===== config.mk =====
export PLATFORM = sky130hd
export DESIGN_NAME = sar_adc_sequencer
export DESIGN_NICKNAME = d
export VERILOG_FILES = /design/src/sar_adc_pkg.sv /design/src/sar_adc_sequencer.sv
export SDC_FILE = /design/constraint.sdc
export NUM_CORES = 1
export LEC_CHECK = 0
export ABC_AREA = 1
export BUFFER_PORTS_ARGS = -buffer_cell sky130_fd_sc_hd__buf_2
export CAP_MARGIN = 20
export CORE_MARGIN = 4
export CORE_UTILIZATION = 60
export CTS_BUF_LIST = sky130_fd_sc_hd__clkbuf_8
export CTS_CLUSTER_SIZE = 16
export DETAILED_ROUTE_END_ITERATION = 10
export PLACE_DENSITY = 0.78
export SYNTH_ARGS = -nofsm -noshare
export SYNTH_HDL_FRONTEND = slang
export SYNTH_SLANG_ARGS = --single-unit

===== constraint.sdc =====
create_clock -name clock -period 3.3 [get_ports clock]
set_input_delay 0.33 -clock clock [delete_from_list [all_inputs] [get_ports clock]]
set_output_delay 0.33 -clock clock [all_outputs]
set_load 0.02 [all_outputs]

===== src/sar_adc_pkg.sv =====
// constants for the successive-approximation converter sequencer
// assumes an ahb-lite host and a separate analog front end
// How it works
// - ten-bit result over sixteen selectable channels
// - scan converts channels zero through the programmed last channel
// - each channel readable at ten or eight bits
// - compare mode reports only above or below
// - compare mode runs in single operation only
// - single-shot scan stops, continuous scan repeats
// - compare can be forced into running scan
// - scan may follow a single conversion automatically
// - running conversion can restart from beginning
// - optional sample-and-hold at conversion start
// - scan precharge assist to selectable high or low level
// - four speeds, slow or fast, normal/double
// - request pulse per single, compare, scan pass
// - hardware start from four timer events
// - normal conversion cycle counts 299/173/131/89
// - fast hold counts 191/101/95/53
// - result goes to channel's own register
// - scan follows scan select and type settings
// - compare outcome sets or clears channel bit
package sar_adc_pkg;
  localparam int NUM_CH = 16;
  localparam int RES_BITS = 10;
  localparam int CNT_W = 9;
  // register byte offsets
  localparam logic [7:0] OFS_CTRL = 8'h00;
  localparam logic [7:0] OFS_CMD = 8'h04;
  localparam logic [7:0] OFS_SINGLE = 8'h08;
  localparam logic [7:0] OFS_SCAN = 8'h0C;
  localparam logic [7:0] OFS_STATUS = 8'h10;
  localparam logic [7:0] OFS_CMPRES = 8'h14;
  localparam logic [1:0] REG_DATA10 = 2'h1;
  localparam logic [1:0] REG_DATA8 = 2'h2;
  // control fields
  localparam int CTL_SCAN = 0;
  localparam int CTL_CONT = 1;
  localparam int CTL_CMP = 2;
  localparam int CTL_SH = 3;
  localparam int CTL_FSH = 4;
  localparam int CTL_FAST = 5;
  localparam int CTL_DBL = 6;
  localparam int CTL_ASSIST = 7;
  localparam int CTL_ALVL = 8;
  localparam int CTL_SAS = 9;
  localparam int CTL_TRG = 12;
  localparam int CTL_W = 15;
  localparam logic [14:0] CTRL_RST = 15'h0000;
  // command bits
  localparam int CMD_START = 0;
  localparam int CMD_STOP = 1;
  localparam int CMD_RESTART = 2;
  localparam int CMD_FORCE = 3;
  // single register fields
  localparam int SGL_CH = 0;
  localparam int SGL_CMPV = 16;
  // trigger sources
  localparam logic [2:0] TRG_SW = 3'h0;
  localparam logic [2:0] TRG_IN2 = 3'h1;
  localparam logic [2:0] TRG_IN3 = 3'h2;
  localparam logic [2:0] TRG_OUT3 = 3'h3;
  localparam logic [2:0] TRG_TIN = 3'h4;
  // conversion lengths in clock cycles
  localparam int CYC_SN = 299;
  localparam int CYC_SD = 173;
  localparam int CYC_FN = 131;
  localparam int CYC_FD = 89;
  localparam int CYC_FSH_SN = 191;
  localparam int CYC_FSH_SD = 101;
  localparam int CYC_FSH_FN = 95;
  localparam int CYC_FSH_FD = 53;
  localparam int CYC_CMP_SN = 47;
  localparam int CYC_CMP_SD = 29;
  localparam int CYC_CMP_FN = 23;
  localparam int CYC_CMP_FD = 17;
  localparam int PRECHG_CYC = 4;
  typedef enum logic [1:0] {ST_IDLE, ST_LOAD, ST_PRE, ST_CONV} seq_state_t;
endpackage : sar_adc_pkg


===== src/sar_adc_sequencer.sv =====
// sequencer, result store and ahb-lite register slave of the converter
// assumes an analog front end with channel mux, dac, comparator and
// hold switch, and timer events as one-cycle pulses on this clock
`timescale 1ns/1ps
module sar_adc_sequencer #(
  parameter int NUM_CH = sar_adc_pkg::NUM_CH,
  parameter int RES_BITS = sar_adc_pkg::RES_BITS
) (
  // clock and reset
  input wire logic clock,
  input wire logic rstn,
  // ahb-lite slave
  input wire logic hsel,
  input wire logic [31:0] haddr,
  input wire logic [1:0] htrans,
  input wire logic hwrite,
  input wire logic [2:0] hsize,
  input wire logic [31:0] hwdata,
  input wire logic hready,
  output logic hreadyout,
  output logic [31:0] hrdata,
  output logic hresp,
  // timer event triggers
  input wire logic evIn2,
  input wire logic evIn3,
  input wire logic evOut3,
  input wire logic timerInputSelectTrigger,
  // analog front end
  input wire logic cmpHigh,
  output logic [3:0] analogInputChannelSel,
  output logic [9:0] dacCode,
  output logic sampleHold,
  output logic precharge,
  output logic prechargeHigh,
  // completion request for interrupt or dma
  output logic convDoneReq
);
  import sar_adc_pkg::*;

  // datapath and address map are built for these sizes only
  if (NUM_CH < 2 || NUM_CH > 16 || RES_BITS != 10) begin : g_chk
    $error("sar_adc_sequencer: unsupported NUM_CH or RES_BITS");
  end

  seq_state_t state_r;
  logic [CNT_W-1:0] cnt_r;
  logic [3:0] chan_r;
  logic [3:0] savedCh_r;
  logic scan_r;
  logic forced_r;
  logic pend_r;
  logic curCmp_r;
  logic done_r;
  logic [CTL_W-1:0] ctrl_r;
  logic [3:0] singleCh_r;
  logic [9:0] cmpVal_r;
  logic [3:0] scanLast_r;
  logic [NUM_CH-1:0] cmpRes_r;
  logic [9:0] data_r [NUM_CH];
  logic [9:0] sar_r;
  logic [9:0] dac_r;
  logic [9:0] sarNxt;
  logic [9:0] trial;
  logic wrPend_r;
  logic [7:0] wrAddr_r;
  logic [31:0] rdata_r;
  logic [31:0] rdMux;
  logic shOut_r;
  logic preOut_r;

  // bus phase decode
  wire addrPhase = hsel & hready & htrans[1];
  wire cmdWr = wrPend_r && wrAddr_r == OFS_CMD;
  wire cmdStart = cmdWr & hwdata[CMD_START];
  wire cmdStop = cmdWr & hwdata[CMD_STOP];
  wire cmdRestart = cmdWr & hwdata[CMD_RESTART];
  wire cmdForce = cmdWr & hwdata[CMD_FORCE];
  wire busy = state_r != ST_IDLE;

  logic hwTrig;
  always_comb begin
    case (ctrl_r[CTL_TRG+:3])
      TRG_IN2: hwTrig = evIn2;
      TRG_IN3: hwTrig = evIn3;
      TRG_OUT3: hwTrig = evOut3;
      TRG_TIN: hwTrig = timerInputSelectTrigger;
      default: hwTrig = 1'b0;
    endcase
  end

  wire trig = !busy & (cmdStart | hwTrig);
  wire doRestart = cmdRestart & busy;
  // force only into a running scan
  wire doForce = cmdForce & busy & scan_r & !forced_r;
  wire abort = cmdStop | doRestart | doForce;
  wire finish = state_r == ST_CONV && cnt_r == CNT_W'(1) && !abort;
  // compare never runs as a scan
  wire startScan = ctrl_r[CTL_SCAN] & !ctrl_r[CTL_CMP];

  // speed selection picks the cycle count
  function automatic logic [CNT_W-1:0] convLen(input logic cmp,
      input logic fsh, input logic fast, input logic dbl);
    int n;
    n = CYC_SN;
    if (cmp) begin
      n = fast ? (dbl ? CYC_CMP_FD : CYC_CMP_FN) : (dbl ? CYC_CMP_SD : CYC_CMP_SN);
    end else if (fsh) begin
      n = fast ? (dbl ? CYC_FSH_FD : CYC_FSH_FN) : (dbl ? CYC_FSH_SD : CYC_FSH_SN);
    end else begin
      n = fast ? (dbl ? CYC_FD : CYC_FN) : (dbl ? CYC_SD : CYC_SN);
    end
    return CNT_W'(n);
  endfunction : convLen

  wire [CNT_W-1:0] curLen = convLen(curCmp_r, ctrl_r[CTL_SH] & ctrl_r[CTL_FSH],
    ctrl_r[CTL_FAST], ctrl_r[CTL_DBL]);

  // sequencer: stop beats restart beats force beats finish
  always_ff @(posedge clock) begin
    if (!rstn) begin
      state_r <= ST_IDLE;
      cnt_r <= '0;
      chan_r <= 4'h0;
      savedCh_r <= 4'h0;
      scan_r <= 1'b0;
      forced_r <= 1'b0;
      pend_r <= 1'b0;
      curCmp_r <= 1'b0;
      done_r <= 1'b0;
    end else begin
      done_r <= 1'b0;
      if (cmdStop) begin
        state_r <= ST_IDLE;
        scan_r <= 1'b0;
        forced_r <= 1'b0;
        pend_r <= 1'b0;
      end else if (doRestart) begin
        state_r <= ST_LOAD;
        forced_r <= 1'b0;
        curCmp_r <= !scan_r & ctrl_r[CTL_CMP];
        chan_r <= scan_r ? 4'h0 : singleCh_r;
      end else if (doForce) begin
        state_r <= ST_LOAD;
        forced_r <= 1'b1;
        savedCh_r <= chan_r;
        chan_r <= singleCh_r;
        curCmp_r <= 1'b1;
      end else if (trig) begin
        state_r <= ST_LOAD;
        scan_r <= startScan;
        curCmp_r <= ctrl_r[CTL_CMP];
        chan_r <= startScan ? 4'h0 : singleCh_r;
        pend_r <= ctrl_r[CTL_SAS] & !startScan & !ctrl_r[CTL_CMP];
      end else begin
        case (state_r)
          ST_LOAD: begin
            if (scan_r && !forced_r && ctrl_r[CTL_ASSIST]) begin
              state_r <= ST_PRE;
              cnt_r <= CNT_W'(PRECHG_CYC);
            end else begin
              state_r <= ST_CONV;
              cnt_r <= curLen;
            end
          end
          ST_PRE: begin
            if (cnt_r == CNT_W'(1)) begin
              state_r <= ST_CONV;
              cnt_r <= curLen;
            end else begin
              cnt_r <= cnt_r - CNT_W'(1);
            end
          end
          ST_CONV: begin
            if (!finish) begin
              cnt_r <= cnt_r - CNT_W'(1);
            end else if (forced_r) begin
              done_r <= 1'b1;
              forced_r <= 1'b0;
              chan_r <= savedCh_r;
              curCmp_r <= 1'b0;
              state_r <= ST_LOAD;
            end else if (scan_r) begin
              if (chan_r == scanLast_r) begin
                done_r <= 1'b1;
                chan_r <= 4'h0;
                if (ctrl_r[CTL_CONT]) begin
                  state_r <= ST_LOAD;
                end else begin
                  state_r <= ST_IDLE;
                  scan_r <= 1'b0;
                end
              end else begin
                chan_r <= chan_r + 4'h1;
                state_r <= ST_LOAD;
              end
            end else begin
              done_r <= 1'b1;
              if (pend_r) begin
                pend_r <= 1'b0;
                scan_r <= 1'b1;
                chan_r <= 4'h0;
                curCmp_r <= 1'b0;
                state_r <= ST_LOAD;
              end else begin
                state_r <= ST_IDLE;
              end
            end
          end
          default: state_r <= ST_IDLE;
        endcase
      end
    end
  end

  // bit under trial and its decision from the comparator
  wire [3:0] decIdx = cnt_r[3:0] - 4'h1;
  wire [3:0] trialIdx = cnt_r[3:0] - 4'h2;
  always_comb begin
    sarNxt = sar_r;
    trial = 10'h000;
    if (state_r == ST_CONV && cnt_r >= CNT_W'(1) && cnt_r <= CNT_W'(RES_BITS)) begin
      sarNxt[decIdx] = cmpHigh;
    end
    if (state_r == ST_CONV && cnt_r >= CNT_W'(2) && cnt_r <= CNT_W'(RES_BITS + 1)) begin
      trial[trialIdx] = 1'b1;
    end
  end

  // successive approximation over the last ten cycles
  always_ff @(posedge clock) begin
    if (!rstn) begin
      sar_r <= 10'h000;
      dac_r <= 10'h000;
    end else if (state_r == ST_LOAD) begin
      sar_r <= 10'h000;
      dac_r <= curCmp_r ? cmpVal_r : 10'h000;
    end else if (state_r == ST_CONV && !curCmp_r) begin
      sar_r <= sarNxt;
      dac_r <= sarNxt | trial;
    end else if (state_r == ST_CONV) begin
      // compare holds the preset value on the dac
      dac_r <= cmpVal_r;
    end
  end

  // front end controls; they trail the state by one cycle
  always_ff @(posedge clock) begin
    if (!rstn) begin
      shOut_r <= 1'b0;
      preOut_r <= 1'b0;
    end else begin
      // hold switch closed only while sampling
      shOut_r <= ctrl_r[CTL_SH] && state_r == ST_CONV && cnt_r > CNT_W'(RES_BITS + 1);
      preOut_r <= state_r == ST_PRE;
    end
  end

  // per channel result and compare flag
  for (genvar i = 0; i < NUM_CH; i++) begin : g_ch
    wire hit = finish && chan_r == 4'(i);
    always_ff @(posedge clock) begin
      if (!rstn) begin
        data_r[i] <= 10'h000;
        cmpRes_r[i] <= 1'b0;
      end else if (hit && curCmp_r) begin
        // outcome sets or clears the flag
        cmpRes_r[i] <= cmpHigh;
      end else if (hit) begin
        data_r[i] <= sarNxt;
      end
    end
  end

  // software registers
  always_ff @(posedge clock) begin
    if (!rstn) begin
      ctrl_r <= CTRL_RST;
      singleCh_r <= 4'h0;
      cmpVal_r <= 10'h000;
      scanLast_r <= 4'h0;
    end else if (wrPend_r) begin
      if (wrAddr_r == OFS_CTRL) begin
        ctrl_r <= hwdata[CTL_W-1:0];
      end
      if (wrAddr_r == OFS_SINGLE) begin
        singleCh_r <= hwdata[SGL_CH+:4];
        cmpVal_r <= hwdata[SGL_CMPV+:10];
      end
      // last channel of the scan loop
      if (wrAddr_r == OFS_SCAN) begin
        scanLast_r <= 4'(hwdata[3:0] > 32'(NUM_CH - 1) ? NUM_CH - 1 : hwdata[3:0]);
      end
    end
  end

  // read mux; unmapped addresses read zero
  always_comb begin
    rdMux = 32'h0000_0000;
    case (haddr[7:0])
      OFS_CTRL: rdMux[CTL_W-1:0] = ctrl_r;
      OFS_SINGLE: rdMux = {6'h00, cmpVal_r, 12'h000, singleCh_r};
      OFS_SCAN: rdMux[3:0] = scanLast_r;
      OFS_STATUS: rdMux = {22'h000000, state_r, forced_r, scan_r, busy,
        pend_r, chan_r};
      OFS_CMPRES: rdMux[NUM_CH-1:0] = cmpRes_r;
      default: begin
        // same result at both precisions
        // one bit wider so that a full sixteen channels still compares
        if ({1'b0, haddr[5:2]} < 5'(NUM_CH) && haddr[7:6] == REG_DATA10) begin
          rdMux[9:0] = data_r[haddr[5:2]];
        end else if ({1'b0, haddr[5:2]} < 5'(NUM_CH) && haddr[7:6] == REG_DATA8) begin
          rdMux[7:0] = data_r[haddr[5:2]][9:2];
        end
      end
    endcase
  end

  // ahb-lite slave: zero wait states, read data sampled in address phase
  always_ff @(posedge clock) begin
    if (!rstn) begin
      wrPend_r <= 1'b0;
      wrAddr_r <= 8'h00;
      rdata_r <= 32'h0000_0000;
    end else begin
      wrPend_r <= addrPhase & hwrite;
      if (addrPhase) begin
        wrAddr_r <= haddr[7:0];
      end
      if (addrPhase && !hwrite) begin
        rdata_r <= rdMux;
      end
    end
  end

  assign hreadyout = 1'b1;
  assign hresp = 1'b0;
  assign hrdata = rdata_r;
  assign analogInputChannelSel = chan_r;
  assign dacCode = dac_r;
  assign sampleHold = shOut_r;
  assign precharge = preOut_r;
  assign prechargeHigh = ctrl_r[CTL_ALVL];
  assign convDoneReq = done_r;
endmodule : sar_adc_sequencer


# Word-level counts from Yosys, hierarchy flattened
# Memory sizes are Yosys's and may differ from the RTL's.
# Index checks and enable logic that the tools add are counted.
dict set report totals {
  wordCells 391
  output_inout_bits 52
  in_bits 79
  mem_count 1
  regBits 136
  ramBits 160
}
dict set report classes {
  addsub 4
  mux 167
  bitwise_logic 44
  reduce_logical 87
  eq_ne 42
  order_cmp 9
}
# name words word_bits rd rd_clocked_by_memory_dff wr line_no
set memory_table {}
lappend memory_table {data_r 16 10 1 0 16 sar_adc_sequencer.sv:59} ;# logic [9:0] data_r [NUM_CH];
# cell n
set op_table {}
lappend op_table {{$mux 10} 23}
lappend op_table {{$mux 1} 102}
lappend op_table {{$mux 9} 7}
lappend op_table {{$logic_and 1x1->1} 47}
lappend op_table {{$mux 4} 11}
lappend op_table {{$mux 8} 5}
lappend op_table {{$eq 4x4->1 const B} 8}
lappend op_table {{$eq 8x4->1 const B} 4}
lappend op_table {{$pmux 9 s3} 1}
lappend op_table {{$pmux 6 s4} 1}
lappend op_table {{$pmux 4 s5} 1}
lappend op_table {{$or 1x1->1} 19}
lappend op_table {{$le 9x4->1 const B} 2}
lappend op_table {{$and 1x1->1} 17}
lappend op_table {{$eq 4x3->1 const B} 4}
lappend op_table {{$eq 8x5->1 const B} 2}
lappend op_table {{$logic_not 8->1} 2}
lappend op_table {{$mux 2} 6}
lappend op_table {{$mux 6} 2}
lappend op_table {{$reduce_and 6->1} 2}
lappend op_table {{$bwmux 10} 1}
lappend op_table {{$lt 4x5->1 const B} 2}
lappend op_table {{$ne 5x5->1 const B} 2}
lappend op_table {{$or 10x10->10} 1}
lappend op_table {{other kinds (43)} 81}

# Logic depth before layout (Yosys ltp)
# Gate-level depths: netlist of the first run.
dict set report logic_depth {
  word_depth 15
  depth_mapped 16
  ltp_nobuf 14
}

# Worst setup path before layout of the first run
# Ideal clock, no wire load.
dict set report synth_path {
  path_kind {reg2reg}
  startpoint {register cnt_r[1]}
  endpoint {memory data_r[4][0] (enable)}
  synth_period_minus_slack_ns 2.645
  path_buffers 1
  arrival_ns 2.254
  setup_ns 0.391
  slack_ns 0.655
  stages_incl_launch_ff 12
  required_time_ns 2.909
  path_cell_list {dfxtp_1 -> inv_1 -> ha_1 -> nand2_1 -> nor2_1 -> nand2_1 -> inv_1 -> nand3_1 -> nor2_1 -> buf_4 -> nand3_1 -> o21ai_0}
}
# item line_no
set synth_rtl {}
lappend synth_rtl {{start, declared} sar_adc_sequencer.sv:46} ;# logic [CNT_W-1:0] cnt_r;
lappend synth_rtl {{start signal, assigned} sar_adc_sequencer.sv:159} ;# cnt_r <= CNT_W'(PRECHG_CYC);
lappend synth_rtl {{start signal, assigned} sar_adc_sequencer.sv:162} ;# cnt_r <= curLen;
lappend synth_rtl {{start signal, assigned} sar_adc_sequencer.sv:168} ;# cnt_r <= curLen;
lappend synth_rtl {{end, declared} sar_adc_sequencer.sv:59}

==> results of run 1 <==
state kept, by name (all words and copies together), names as in the netlist, 2 cells and up:
register	flops
data_r	160
cmpRes_r	16
hrdata	26
savedCh_r	4
cnt_r	9
sar_r	10
cmpVal_r	10
wrAddr_r	8
scanLast_r	4
ctrl_r	15
analogInputChannelSel	4
singleCh_r	4
dacCode	10
state_r	2
stage by stage:
stage          total power (uW)  instances  util (%)  setup slack, ps
6_report                   8579       2336     67.73            374.9
5_1_grt                    8988       2336     67.73            42.19
4_1_cts                    8592       2336     67.73            429.9
3_5_place_dp               5758       2252     64.19            448.9
3_3_place_gp               5715       2252     64.19            537.3
2_1_floorplan              5314       1900         -            655.2
tightest hold or removal path, cell delays in order:
cell	delay [ps]
sky130_fd_sc_hd__buf_2	80
sky130_fd_sc_hd__o21ai_0	70
sky130_fd_sc_hd__nor2_1	80
layer usage:
metal  up-vias  share of wire, %
met4         0               4.3
met2       676                47
met1      6047                39
li1       6401                 -
met5         -                 0
met3       115               8.9
area by class of cell:
class                      instances  area [sq um]  area share, %
clock buffer                      51         701.9          4.237
clock inverter                    32         155.1         0.9364
inverter                         191         719.4          4.342
multi-input combinational       1324          6424          38.77
sequential                       290          7407          44.71
tap                              324         405.4          2.447
timing repair buffer             124         755.7          4.561
cell usage in the layout, fill, tap and decap left out, types with 3 or more instances in the layout:
| cell type | netlist | final |
|---|---|---|
| sky130_fd_sc_hd__nand2_1 | 439 | 439 |
| sky130_fd_sc_hd__nor2_1 | 329 | 325 |
| sky130_fd_sc_hd__inv_1 | 176 | 191 |
| sky130_fd_sc_hd__edfxtp_1 | 160 | 160 |
| sky130_fd_sc_hd__dfxtp_1 | 130 | 130 |
| sky130_fd_sc_hd__o21ai_0 | 125 | 125 |
| sky130_fd_sc_hd__a21oi_1 | 103 | 103 |
| sky130_fd_sc_hd__nand3_1 | 96 | 96 |
| sky130_fd_sc_hd__buf_2 | 19 | 86 |
| sky130_fd_sc_hd__clkbuf_8 | 0 | 51 |
| sky130_fd_sc_hd__nand4_1 | 46 | 46 |
| sky130_fd_sc_hd__buf_4 | 9 | 34 |
| sky130_fd_sc_hd__a22oi_1 | 27 | 27 |
| sky130_fd_sc_hd__ha_1 | 26 | 26 |
| sky130_fd_sc_hd__nand2_2 | 19 | 19 |
| sky130_fd_sc_hd__o211ai_1 | 16 | 16 |
| sky130_fd_sc_hd__nor3_1 | 14 | 14 |
| sky130_fd_sc_hd__nor2_2 | 9 | 13 |
| sky130_fd_sc_hd__nand4_4 | 12 | 12 |
| sky130_fd_sc_hd__inv_2 | 11 | 11 |
| sky130_fd_sc_hd__o22ai_1 | 9 | 9 |
| sky130_fd_sc_hd__clkinv_2 | 0 | 9 |
| sky130_fd_sc_hd__clkinv_1 | 3 | 8 |
| sky130_fd_sc_hd__conb_1 | 2 | 8 |
| sky130_fd_sc_hd__or2_2 | 6 | 6 |
| sky130_fd_sc_hd__xor2_1 | 6 | 6 |
| sky130_fd_sc_hd__and2_1 | 6 | 6 |
| sky130_fd_sc_hd__nor3_2 | 5 | 5 |
| sky130_fd_sc_hd__o221ai_1 | 5 | 5 |
| sky130_fd_sc_hd__a211oi_1 | 4 | 4 |
| sky130_fd_sc_hd__buf_12 | 0 | 3 |
logic make-up (layout without fill, tap and decap cells):
kind of cell / after synthesis / after routing / share of synthesized area [%]
other cells: 2 / 8 / 0.04996
xor+xnor: 6 / 6 / 0.3496
flops: 290 / 290 / 49.28
fa+ha+maj: 26 / 26 / 2.164
buf+inv: 286 / 398 / 8.199
simple gates: 991 / 991 / 29.17
compound gates: 293 / 293 / 10.79
worst paths after layout:
path	from	to	slack [ps]	cells after the start
hold reg to reg	wrAddr_r[4]$_SDFFE_PN0P_	wrAddr_r[4]$_SDFFE_PN0P_	450	2
setup reg to reg	cnt_r[0]$_SDFFE_PN0P_	data_r[1][6]$_SDFFCE_PN0P_	370	12
setup / recovery	cnt_r[0]$_SDFFE_PN0P_	data_r[1][6]$_SDFFCE_PN0P_	370	12
hold / removal	hwdata[9]	ctrl_r[9]$_SDFFE_PN0P_	30	3
timing repair:
action / CTS / global route
resized for setup: 0 / 0
hold buffers: 1 / 0
endpoints found under the hold margin: 1 / 0
power by group:
group	leakage, uW	switching (uW)	total (uW)	internal, uW
Clock	0.000503	1440	2870	1430
Sequential	0.00270	93.6	4030	3940
Combinational	0.00360	1180	1680	495
==> impl_metrics.prom, run 1 <==
# TYPE chip_impl_metric gauge
chip_impl_info{name="clockRootBuffer",value="sky130_fd_sc_hd__clkbuf_8"} 1
chip_impl_metric{name="die_y",unit="um"} 166.3
chip_impl_info{name="post-synth-top-count-cell",value="sky130_fd_sc_hd__nand2_1"} 1
chip_impl_metric{name="cts_buffers",unit=""} 46
chip_impl_metric{name="tightestPinTransition",unit="ps"} 962.9
chip_impl_metric{name="holdWs",unit="ps"} 27.02
chip_impl_info{name="yosysTopAreaCell",value="sky130_fd_sc_hd__edfxtp_1"} 1
chip_impl_info{name="yosys-top-cells-count",value="439 x sky130_fd_sc_hd__nand2_1, 329 x sky130_fd_sc_hd__nor2_1, 176 x sky130_fd_sc_hd__inv_1"} 1
chip_impl_metric{name="grt_use_met2",unit="%"} 48.24
chip_impl_metric{name="grt_pass1_vias",unit=""} 12650
chip_impl_metric{name="syn-cell-area",unit="sq um"} 15030
chip_impl_info{name="path_common_cell",value="sky130_fd_sc_hd__nand2_1"} 1
chip_impl_metric{name="detail-route-antenna-nets",unit=""} 0
chip_impl_metric{name="clockBufferDepth",unit=""} 3
chip_impl_metric{name="gp_congestion",unit=""} 0.9554
chip_impl_metric{name="first_iter_violations",unit=""} 1598
chip_impl_metric{name="initial_utilization",unit="%"} 61.44
chip_impl_metric{name="clkTransAtPathRegs",unit="ps"} 70
chip_impl_metric{name="postSynth.asyncResetShare",unit="%"} 0
chip_impl_metric{name="ys_warn_count",unit=""} 0
chip_impl_metric{name="fmax",unit="MHz"} 341.9
chip_impl_info{name="setup.worst_path.start_class",value="flop"} 1
chip_impl_metric{name="yosys.area.top_type_share",unit="%"} 31.97
chip_impl_metric{name="num-nets-final",unit=""} 2082
chip_impl_metric{name="grt_start_max_net_pins",unit=""} 130
chip_impl_metric{name="clk-insertion-delay-late",unit="ps"} 580
chip_impl_metric{name="core_area",unit="sq um"} 24460
chip_impl_metric{name="area_delta_synth_final",unit="%"} 10.23
chip_impl_metric{name="cp_data_arrival_time",unit="ps"} 3140
chip_impl_metric{name="syn_avg_cell_area",unit="sq um"} 7.936
chip_impl_metric{name="p_per_area",unit="nW/um^2"} 517.8
chip_impl_info{name="top_cell_family_by_delay_on_the_critical_path",value="simple AND/OR/NAND/NOR gates"} 1
chip_impl_metric{name="setup_total_negative_slack",unit="ps"} 0
chip_impl_metric{name="globalRouteMet3Util",unit="%"} 4.713
chip_impl_metric{name="grt_first_pass_wirelength",unit="um"} 66220
chip_impl_metric{name="dr_total_vias",unit=""} 13240
chip_impl_metric{name="drive_gt1_share",unit="%"} 12.92
chip_impl_info{name="end_kind",value="flop"} 1
chip_impl_metric{name="worst-path-max-fanout",unit=""} 10
chip_impl_metric{name="nFillCells",unit=""} 2038
chip_impl_metric{name="post_route_clock_skew",unit="ps"} 28.49
chip_impl_metric{name="hpwl",unit="um"} 29260
chip_impl_metric{name="antenna-diode-count",unit=""} 0
chip_impl_metric{name="leftover_overflow_at_the_end_of_global_routing",unit=""} 0
chip_impl_metric{name="fin_crit_sh",unit="%"} 88.64
chip_impl_metric{name="drt-pass1-iter-count",unit=""} 6
chip_impl_info{name="tritoncts_clock_tree",value="done"} 1
chip_impl_metric{name="max_slew_margin",unit="%"} 35.22
chip_impl_metric{name="drt-total-wl",unit="um"} 41700
chip_impl_metric{name="grtUsageTotal",unit="%"} 29.50
chip_impl_metric{name="htreeDepth",unit=""} 2
chip_impl_info{name="criticalPathCategory",value="reg -> reg"} 1
chip_impl_metric{name="max_slew_violation_total_from_the_final_report",unit=""} 0
chip_impl_info{name="synthTopCellsByArea",value="sky130_fd_sc_hd__edfxtp_1 32%, sky130_fd_sc_hd__dfxtp_1 17%, sky130_fd_sc_hd__nand2_1 11%"} 1
chip_impl_metric{name="dieArea",unit="sq um"} 27650
chip_impl_metric{name="synth.ff_latch_count",unit=""} 290
chip_impl_metric{name="core.rowCount",unit=""} 57
chip_impl_metric{name="clock_sink_count",unit=""} 290
chip_impl_metric{name="maxCapViolations",unit=""} 0
chip_impl_metric{name="crit_path_max_incr_delay",unit="ps"} 550
chip_impl_metric{name="die_w",unit="um"} 166.3
chip_impl_metric{name="post_cts.repair.setup_buffers",unit=""} 0
chip_impl_info{name="yosys_most_used_dff",value="sky130_fd_sc_hd__edfxtp_1"} 1
chip_impl_metric{name="report.final.setup_viol",unit=""} 0
chip_impl_metric{name="global_route.usage.met1",unit="%"} 39.29
chip_impl_metric{name="antenna_found_initial",unit=""} 0
chip_impl_info{name="cell_chain_critical_path",value="ha_1 -> nand2_1 -> nor2_1 -> nand2_1 -> inv_1 -> nand3_1 -> nor2_1 -> buf_4 -> nand2_1 -> nor2_1 -> nand2_1 -> nand2_1"} 1
chip_impl_metric{name="synthesis.instances",unit=""} 1894
chip_impl_metric{name="vias_per_cell",unit=""} 5.667
chip_impl_metric{name="power.ir.vdd_worst",unit="mV"} 0.3615
chip_impl_metric{name="post_dp_cell_area",unit="sq um"} 15700
chip_impl_info{name="globalRoute.busiestLayer",value="met2"} 1
chip_impl_info{name="crit_slowest_cell",value="sky130_fd_sc_hd__dfxtp_1"} 1
chip_impl_info{name="grt_setup_unrepaired",value="false"} 1
chip_impl_metric{name="cp.required",unit="ps"} 3510
chip_impl_metric{name="final-hold-violation-count",unit=""} 0
chip_impl_metric{name="finalWorstPathRequiredPeriod",unit="ps"} 2925
chip_impl_metric{name="finalInstanceArea",unit="sq um"} 16570
chip_impl_info{name="hold_path.class",value="in -> reg"} 1
chip_impl_metric{name="number_of_i_o_port_buffers",unit=""} 87
chip_impl_metric{name="wire_per_inst",unit="um"} 17.85
chip_impl_metric{name="leakagePower",unit="uW"} 0.006808
chip_impl_metric{name="yosysSeqAreaShare",unit="%"} 49.28
chip_impl_metric{name="synth-edff-count",unit=""} 160
chip_impl_metric{name="yosys.cell_types.count",unit=""} 44
chip_impl_info{name="outcome",value="finished clean"} 1
chip_impl_metric{name="critPathBufInv",unit=""} 2
chip_impl_metric{name="io_pins",unit=""} 131
chip_impl_metric{name="drc_violations_left",unit=""} 0
No activity file was read; power rests on OpenSTA's default activity.
==> run 2, diff against run 1 <==
--- a/config.mk
+++ b/config.mk
@@ -5,7 +5,6 @@
 export SDC_FILE = /design/constraint.sdc
 export NUM_CORES = 1
 export LEC_CHECK = 0
-export ABC_AREA = 1
 export BUFFER_PORTS_ARGS = -buffer_cell sky130_fd_sc_hd__buf_2
 export CAP_MARGIN = 20
 export CORE_MARGIN = 4
==> constraint.sdc (replaced) <==
create_clock -name clock -period 3 [get_ports clock]
set_input_delay 0.3 -clock clock [delete_from_list [all_inputs] [get_ports clock]]
set_output_delay 0.3 -clock clock [all_outputs]
set_load 0.02 [all_outputs]
==> impl_metrics.prom, run 2 <==
# TYPE chip_impl_metric gauge
chip_impl_info{name="crit_slowest_cell",value="sky130_fd_sc_hd__o21ai_1"} 1
chip_impl_metric{name="tightestPinTransition",unit="ps"} 895.8
chip_impl_metric{name="hpwl",unit="um"} 26780
chip_impl_info{name="yosys-top-cells-count",value="262 x sky130_fd_sc_hd__nor2_1, 160 x sky130_fd_sc_hd__edfxtp_1, 130 x sky130_fd_sc_hd__dfxtp_1"} 1
chip_impl_metric{name="cellInternalPower",unit="uW"} 6386
chip_impl_metric{name="cp.required",unit="ps"} 3300
chip_impl_metric{name="clk-insertion-delay-late",unit="ps"} 580
chip_impl_metric{name="critPathBufInv",unit=""} 2
chip_impl_metric{name="ys_warn_count",unit=""} 0
chip_impl_metric{name="pwr-share-comb",unit="%"} 7.0
chip_impl_metric{name="die_w",unit="um"} 162.0
chip_impl_metric{name="yosys.area.top_type_share",unit="%"} 33.77
chip_impl_metric{name="synthesis.instances",unit=""} 1325
chip_impl_info{name="top_layer",value="met4"} 1
chip_impl_metric{name="antenna_found_initial",unit=""} 0
chip_impl_info{name="yosys_most_used_dff",value="sky130_fd_sc_hd__edfxtp_1"} 1
chip_impl_metric{name="number_of_i_o_port_buffers",unit=""} 87
chip_impl_metric{name="met1Wirelength",unit="um"} 14760
chip_impl_metric{name="vias_per_cell",unit=""} 6.097
chip_impl_info{name="top_cell_family_by_delay_on_the_critical_path",value="compound AO/OA/AOI/OAI gates"} 1
chip_impl_metric{name="max_slew_margin",unit="%"} 40.28
chip_impl_metric{name="layout.cells.non_filler",unit=""} 1818
chip_impl_metric{name="area_delta_synth_final",unit="%"} 15.00
chip_impl_metric{name="switching_share",unit="%"} 23.36
chip_impl_metric{name="syn_avg_cell_area",unit="sq um"} 10.74
chip_impl_metric{name="worst-path-max-fanout",unit=""} 17
chip_impl_metric{name="register_area",unit="sq um"} 7407
chip_impl_metric{name="dieArea",unit="sq um"} 26240
chip_impl_metric{name="power.ir.vdd_worst",unit="mV"} 0.3562
chip_impl_metric{name="die_y",unit="um"} 162.0
chip_impl_metric{name="detail-route-antenna-nets",unit=""} 0
chip_impl_metric{name="synth.ff_latch_count",unit=""} 290
chip_impl_info{name="end_kind",value="flop"} 1
chip_impl_metric{name="crit_path_max_incr_delay",unit="ps"} 610
chip_impl_metric{name="finalInstanceArea",unit="sq um"} 16360
chip_impl_metric{name="grtUsageTotal",unit="%"} 28.56
chip_impl_info{name="max_flop_register",value="data_r"} 1
chip_impl_metric{name="drt-total-wl",unit="um"} 37450
chip_impl_metric{name="final-hold-violation-count",unit=""} 0
chip_impl_info{name="layout.cells.most_common_list",value="262 x sky130_fd_sc_hd__nor2_1, 160 x sky130_fd_sc_hd__edfxtp_1, 130 x sky130_fd_sc_hd__dfxtp_1"} 1
chip_impl_metric{name="leakagePower",unit="uW"} 0.006200
chip_impl_metric{name="drt-pass1-iter-count",unit=""} 6
chip_impl_metric{name="grt_first_pass_wirelength",unit="um"} 59280
chip_impl_metric{name="htreeDepth",unit=""} 2
chip_impl_metric{name="nFillCells",unit=""} 1722
chip_impl_metric{name="clock_sink_count",unit=""} 290
chip_impl_metric{name="drc_violations_left",unit=""} 0
chip_impl_info{name="setup.worst_path.start_class",value="flop"} 1
chip_impl_metric{name="maxCapViolations",unit=""} 0
chip_impl_metric{name="grt_pass1_vias",unit=""} 11070
chip_impl_info{name="outcome",value="finished clean"} 1
chip_impl_metric{name="post_cts.repair.setup_buffers",unit=""} 0
chip_impl_metric{name="postSynth.asyncResetShare",unit="%"} 0
chip_impl_metric{name="grt_start_max_net_pins",unit=""} 65
chip_impl_metric{name="place_inst",unit=""} 1705
chip_impl_metric{name="sequentialPowerShare",unit="%"} 51.7
chip_impl_metric{name="p_per_area",unit="nW/um^2"} 509.3
chip_impl_metric{name="gp_congestion",unit=""} 0.9441
chip_impl_metric{name="fin_crit_sh",unit="%"} 94.00
chip_impl_metric{name="report.final.setup_viol",unit=""} 0
chip_impl_metric{name="antenna-diode-count",unit=""} 0
chip_impl_metric{name="met2_length",unit="um"} 18070
chip_impl_metric{name="dr_wl_met3",unit="um"} 3357
chip_impl_metric{name="cp_data_arrival_time",unit="ps"} 3120
chip_impl_metric{name="synth-edff-count",unit=""} 160
chip_impl_info{name="yosysTopAreaCell",value="sky130_fd_sc_hd__edfxtp_1"} 1
chip_impl_info{name="layout_commonest_cell",value="sky130_fd_sc_hd__nor2_1"} 1
chip_impl_metric{name="clockBufferDepth",unit=""} 3
chip_impl_metric{name="cts_buffers",unit=""} 48
chip_impl_info{name="synthTopCellsByArea",value="sky130_fd_sc_hd__edfxtp_1 34%, sky130_fd_sc_hd__dfxtp_1 18%, sky130_fd_sc_hd__nor2_1 6.9%"} 1
chip_impl_metric{name="multi_input_comb_area",unit="sq um"} 6289
chip_impl_metric{name="core_area",unit="sq um"} 23400
chip_impl_metric{name="finalWorstPathRequiredPeriod",unit="ps"} 2820
chip_impl_metric{name="first_iter_violations",unit=""} 1442
chip_impl_metric{name="flip_flop_count_of_the_largest_register_all_copies_and_words_added",unit=""} 160
chip_impl_metric{name="yosys.cell_types.count",unit=""} 81
chip_impl_metric{name="p_sw",unit="uW"} 1947
chip_impl_metric{name="core.rowCount",unit=""} 56
chip_impl_metric{name="initial_utilization",unit="%"} 60.79
chip_impl_metric{name="wire_per_inst",unit="um"} 20.60
chip_impl_metric{name="io_pins",unit=""} 131
chip_impl_metric{name="syn-cell-area",unit="sq um"} 14230
chip_impl_info{name="clockRootBuffer",value="sky130_fd_sc_hd__clkbuf_8"} 1
chip_impl_metric{name="max_slew_violation_total_from_the_final_report",unit=""} 0
chip_impl_metric{name="num-nets-final",unit=""} 1566
chip_impl_info{name="tritoncts_clock_tree",value="done"} 1
chip_impl_metric{name="leftover_overflow_at_the_end_of_global_routing",unit=""} 0
chip_impl_metric{name="yosysSeqAreaShare",unit="%"} 52.07
chip_impl_info{name="hold_path.class",value="in -> reg"} 1
chip_impl_metric{name="post_route_clock_skew",unit="ps"} 30.61
chip_impl_info{name="criticalPathCategory",value="reg -> reg"} 1
chip_impl_info{name="post-synth-top-count-cell",value="sky130_fd_sc_hd__nor2_1"} 1
chip_impl_info{name="cell_chain_critical_path",value="inv_1 -> ha_1 -> nor2b_1 -> o21ai_1 -> nor4_4 -> nand2_1 -> mux2i_4 -> buf_4 -> nor2_1"} 1
chip_impl_metric{name="fmax",unit="MHz"} 354.6
chip_impl_info{name="grt_setup_unrepaired",value="true"} 1
chip_impl_metric{name="clkTransAtPathRegs",unit="ps"} 60
chip_impl_metric{name="post_dp_cell_area",unit="sq um"} 15140
chip_impl_metric{name="dr_total_vias",unit=""} 11080
chip_impl_metric{name="pwr-share-clk",unit="%"} 41.2
chip_impl_metric{name="drive_gt1_share",unit="%"} 20.48
## run 2: area by class of cell
| class | instances | share of cell area (%) |
|---|---|---|
| clock inverters | 32 | 1.201 |
| clock buffers | 56 | 4.711 |
| multi-input cells | 926 | 38.44 |
| well taps | 319 | 2.440 |
| inverters | 20 | 0.4589 |
| flip-flops and latches | 290 | 45.27 |
| repair buffers | 175 | 7.479 |
## run 2: logic make-up after synthesis
| group | count (synthesis) | synth area share (%) |
|---|---|---|
| simple gates | 511 | 17.21 |
| fa+ha+maj | 26 | 2.287 |
| flops | 290 | 52.07 |
| xor+xnor | 8 | 0.6773 |
| compound gates | 264 | 11.83 |
| buf+inv | 115 | 3.922 |
| other cells | 2 | 0.05279 |
| mux | 109 | 11.95 |
## run 2: power by group through the flow
stage / combinational, uW / sequential (uW) / clock [uW]
3_3_place_gp: 540 / 4390 / 0
3_5_place_dp: 550 / 4400 / 0
5_1_grt: 627 / 4320 / 3660
6_report: 585 / 4310 / 3440
4_1_cts: 578 / 4310 / 3480
2_1_floorplan: 370 / 4390 / 0
## run 2: what timing repair did
item,4_1_cts,5_1_grt
hold endpoints to repair,25,0
setup endpoints to repair,0,2
hold buffers,25,0
gates resized for setup,0,0
## run 2: metrics by stage
step / setup WS (ps) / TNS, ps / utilization, % / power [uW] / hold WS (ps)
2_1_floorplan: 173.9 / 0 / - / 4762 / 431.9
3_3_place_gp: 290.2 / 0 / 64.71 / 4928 / 439.4
3_5_place_dp: 197.1 / 0 / 64.71 / 4945 / 445.1
4_1_cts: 178.9 / 0 / 69.91 / 8373 / 11.32
5_1_grt: -6.231 / -12.13 / 69.91 / 8608 / 41.34
6_report: 179.9 / 0 / 69.91 / 8333 / 30.08
## run 2: final timing paths
kind         slack (ps)                           to  cells past startpoint               startpoint
max                 180  data_r[11][1]$_SDFFCE_PN0P_                      9    cnt_r[0]$_SDFFE_PN0P_
min                  30     wrAddr_r[7]$_SDFFE_PN0P_                      3                 haddr[7]
max reg2reg         180  data_r[11][1]$_SDFFCE_PN0P_                      9    cnt_r[0]$_SDFFE_PN0P_
min reg2reg         460      hrdata[15]$_SDFFE_PN0P_                      2  hrdata[15]$_SDFFE_PN0P_
## run 2: worst reg2reg max path: stages, from the launching register on
cell and delay (ps):
sky130_fd_sc_hd__dfxtp_1 460, sky130_fd_sc_hd__inv_1 160, sky130_fd_sc_hd__ha_1 280, sky130_fd_sc_hd__nor2b_1 150, sky130_fd_sc_hd__o21ai_1 610, sky130_fd_sc_hd__nor4_4 120, sky130_fd_sc_hd__nand2_1 170, sky130_fd_sc_hd__mux2i_4 220
sky130_fd_sc_hd__buf_4 290, sky130_fd_sc_hd__nor2_1 100
## run 2: metal layers
layer / vias up / track usage [%]
li1: 5111 / -
met1: 5376 / 38.23
met2: 512 / 46.78
met3: 85 / 5.684
met4: 0 / 10.38
met5: - / 0
==> run 3, diff against run 2 <==
--- a/config.mk
+++ b/config.mk
@@ -8,11 +8,11 @@
 export BUFFER_PORTS_ARGS = -buffer_cell sky130_fd_sc_hd__buf_2
 export CAP_MARGIN = 20
 export CORE_MARGIN = 4
-export CORE_UTILIZATION = 60
+export CORE_UTILIZATION = 50
 export CTS_BUF_LIST = sky130_fd_sc_hd__clkbuf_8
 export CTS_CLUSTER_SIZE = 16
 export DETAILED_ROUTE_END_ITERATION = 10
-export PLACE_DENSITY = 0.78
+export PLACE_DENSITY = 0.67
 export SYNTH_ARGS = -nofsm -noshare
 export SYNTH_HDL_FRONTEND = slang
 export SYNTH_SLANG_ARGS = --single-unit
==> impl_metrics.prom, run 3 (synthesized netlist as in run 2, its figures left out) <==
# TYPE chip_impl_metric gauge
chip_impl_info{name="outcome",value="finished clean"} 1
chip_impl_metric{name="dieArea",unit="sq um"} 31220
chip_impl_metric{name="max_slew_margin",unit="%"} 36.37
chip_impl_metric{name="pre_cts_slack",unit="ps"} 254.6
chip_impl_metric{name="cp.required",unit="ps"} 3380
chip_impl_metric{name="area_delta_synth_final",unit="%"} 16.07
chip_impl_metric{name="grtUsageTotal",unit="%"} 24.69
chip_impl_metric{name="dr_wl_met3",unit="um"} 2722
chip_impl_metric{name="met1Wirelength",unit="um"} 16840
chip_impl_metric{name="clockBufferDepth",unit=""} 3
chip_impl_metric{name="cp_data_arrival_time",unit="ps"} 3190
chip_impl_metric{name="num-nets-final",unit=""} 1571
chip_impl_metric{name="dr_total_vias",unit=""} 11050
chip_impl_metric{name="core_area",unit="sq um"} 27930
chip_impl_metric{name="max_slew_violation_total_from_the_final_report",unit=""} 0
chip_impl_metric{name="cts_buffers",unit=""} 48
chip_impl_metric{name="number_of_i_o_port_buffers",unit=""} 87
chip_impl_metric{name="power.ir.vdd_worst",unit="mV"} 0.4841
chip_impl_metric{name="met2_length",unit="um"} 18400
chip_impl_metric{name="tightestPinTransition",unit="ps"} 954.4
chip_impl_metric{name="setup_total_negative_slack",unit="ps"} 0
chip_impl_metric{name="fmax",unit="MHz"} 355.6
chip_impl_metric{name="worst-path-max-fanout",unit=""} 16
chip_impl_metric{name="clkTransAtPathRegs",unit="ps"} 60
chip_impl_metric{name="antenna_found_initial",unit=""} 0
chip_impl_info{name="tritoncts_clock_tree",value="done"} 1
chip_impl_metric{name="clock_sink_count",unit=""} 290
chip_impl_metric{name="drive_gt1_share",unit="%"} 20.76
chip_impl_metric{name="gp_congestion",unit=""} 0.9172
chip_impl_metric{name="finalWorstPathRequiredPeriod",unit="ps"} 2813
chip_impl_metric{name="p_per_area",unit="nW/um^2"} 509.3
chip_impl_metric{name="fin_crit_sh",unit="%"} 93.75
chip_impl_metric{name="grt_pass1_vias",unit=""} 10730
chip_impl_info{name="layout.cells.most_common_list",value="262 x sky130_fd_sc_hd__nor2_1, 160 x sky130_fd_sc_hd__edfxtp_1, 130 x sky130_fd_sc_hd__dfxtp_1"} 1
chip_impl_metric{name="post_dp_cell_area",unit="sq um"} 15280
chip_impl_info{name="top_layer",value="met4"} 1
chip_impl_metric{name="drc_violations_left",unit=""} 0
chip_impl_metric{name="die_y",unit="um"} 176.7
chip_impl_metric{name="report.final.setup_viol",unit=""} 0
chip_impl_metric{name="core.rowCount",unit=""} 61
chip_impl_info{name="criticalPathCategory",value="reg -> reg"} 1
chip_impl_metric{name="leftover_overflow_at_the_end_of_global_routing",unit=""} 0
chip_impl_metric{name="place_inst",unit=""} 1769
chip_impl_info{name="setup.worst_path.start_class",value="flop"} 1
chip_impl_metric{name="grt_start_max_net_pins",unit=""} 90
chip_impl_metric{name="wire_per_inst",unit="um"} 20.82
chip_impl_metric{name="finalInstanceArea",unit="sq um"} 16510
chip_impl_metric{name="grt_first_pass_wirelength",unit="um"} 60350
chip_impl_info{name="end_kind",value="flop"} 1
chip_impl_metric{name="post_route_clock_skew",unit="ps"} 35.36
chip_impl_metric{name="hpwl",unit="um"} 27260
chip_impl_info{name="hold_path.class",value="in -> reg"} 1
chip_impl_metric{name="antenna-diode-count",unit=""} 0
chip_impl_metric{name="flip_flop_count_of_the_largest_register_all_copies_and_words_added",unit=""} 160
chip_impl_metric{name="min_delay_path_depth",unit=""} 3
chip_impl_info{name="layout_commonest_cell",value="sky130_fd_sc_hd__nor2_1"} 1
chip_impl_metric{name="initial_utilization",unit="%"} 50.93
chip_impl_metric{name="maxCapViolations",unit=""} 0
chip_impl_info{name="grt_setup_unrepaired",value="false"} 1
chip_impl_metric{name="drt-total-wl",unit="um"} 39170
chip_impl_metric{name="final-hold-violation-count",unit=""} 0
chip_impl_metric{name="vias_per_cell",unit=""} 5.876
chip_impl_metric{name="die_w",unit="um"} 176.7
chip_impl_metric{name="htreeDepth",unit=""} 2
chip_impl_metric{name="clk-insertion-delay-late",unit="ps"} 580
chip_impl_metric{name="setup_ws",unit="ps"} 187.5
chip_impl_metric{name="worst_r2r_path_depth",unit=""} 9
chip_impl_info{name="max_flop_register",value="data_r"} 1
chip_impl_metric{name="first_iter_violations",unit=""} 1163
chip_impl_metric{name="detail-route-antenna-nets",unit=""} 0
chip_impl_metric{name="drt-pass1-iter-count",unit=""} 6
chip_impl_metric{name="layout.cells.non_filler",unit=""} 1881
chip_impl_metric{name="leakagePower",unit="uW"} 0.006239
chip_impl_info{name="clockRootBuffer",value="sky130_fd_sc_hd__clkbuf_8"} 1
chip_impl_metric{name="finish.utilization",unit="%"} 59.11
chip_impl_metric{name="io_pins",unit=""} 131
## run 3: report_power, final
group | leakage, uW | total (uW) | switching (uW) | internal (uW)
clock network | 0.000565 | 3510 | 1610 | 1900
logic | 0.00297 | 592 | 359 | 233
registers | 0.00270 | 4310 | 39.1 | 4270
total | 0.00624 | 8410 | 2010 | 6400
## run 3: cell type report
| class | count | area (sq um) |
|---|---|---|
| clock buffer | 53 | 729.5 |
| clock inverter | 34 | 240.2 |
| fill | 2368 | 11420 |
| inverter | 20 | 75.07 |
| multi-input combinational | 926 | 6301 |
| sequential | 290 | 7407 |
| tap | 378 | 473.0 |
| timing repair buffer | 180 | 1286 |
## run 3: path summary, 6_finish.rpt
| kind | startpoint | slack [ps] | endpoint |
|---|---|---|---|
| setup / recovery | cnt_r[1]$_SDFFE_PN0P_ | 190 | data_r[15][5]$_SDFFCE_PN0P_ |
| hold reg to reg | savedCh_r[3]$_SDFFE_PN0P_ | 460 | savedCh_r[3]$_SDFFE_PN0P_ |
| setup reg to reg | cnt_r[1]$_SDFFE_PN0P_ | 190 | data_r[15][5]$_SDFFCE_PN0P_ |
| hold / removal | haddr[7] | 30 | wrAddr_r[7]$_SDFFE_PN0P_ |
## run 3: per-layer routing
layer,vias to the layer above,GRT usage (%)
met4,0,8.253
met1,5403,35.21
met3,77,3.632
met5,-,0
li1,5117,-
met2,455,39.12
## run 3: critical path, stage by stage (launching register included)
cell	delay [ps]
sky130_fd_sc_hd__dfxtp_1	300
sky130_fd_sc_hd__inv_1	160
sky130_fd_sc_hd__ha_1	290
sky130_fd_sc_hd__nor4b_2	360
sky130_fd_sc_hd__nand3_1	270
sky130_fd_sc_hd__buf_4	230
sky130_fd_sc_hd__a41oi_2	200
sky130_fd_sc_hd__buf_12	200
sky130_fd_sc_hd__nand3_1	370
sky130_fd_sc_hd__nor2_1	240
## run 3: stage by stage
step           hold WS (ps)  power [uW]
2_1_floorplan         431.9        4762
3_3_place_gp          440.4        4944
3_5_place_dp          445.8        4954
4_1_cts               13.03        8456
5_1_grt               22.03        8703
6_report              32.35        8409
## run 3: timing repair
action,CTS,global route
setup endpoints to repair,0,20
hold buffers,25,0
endpoints found under the hold margin,25,0
gates resized for setup,0,2
setup buffers,0,0
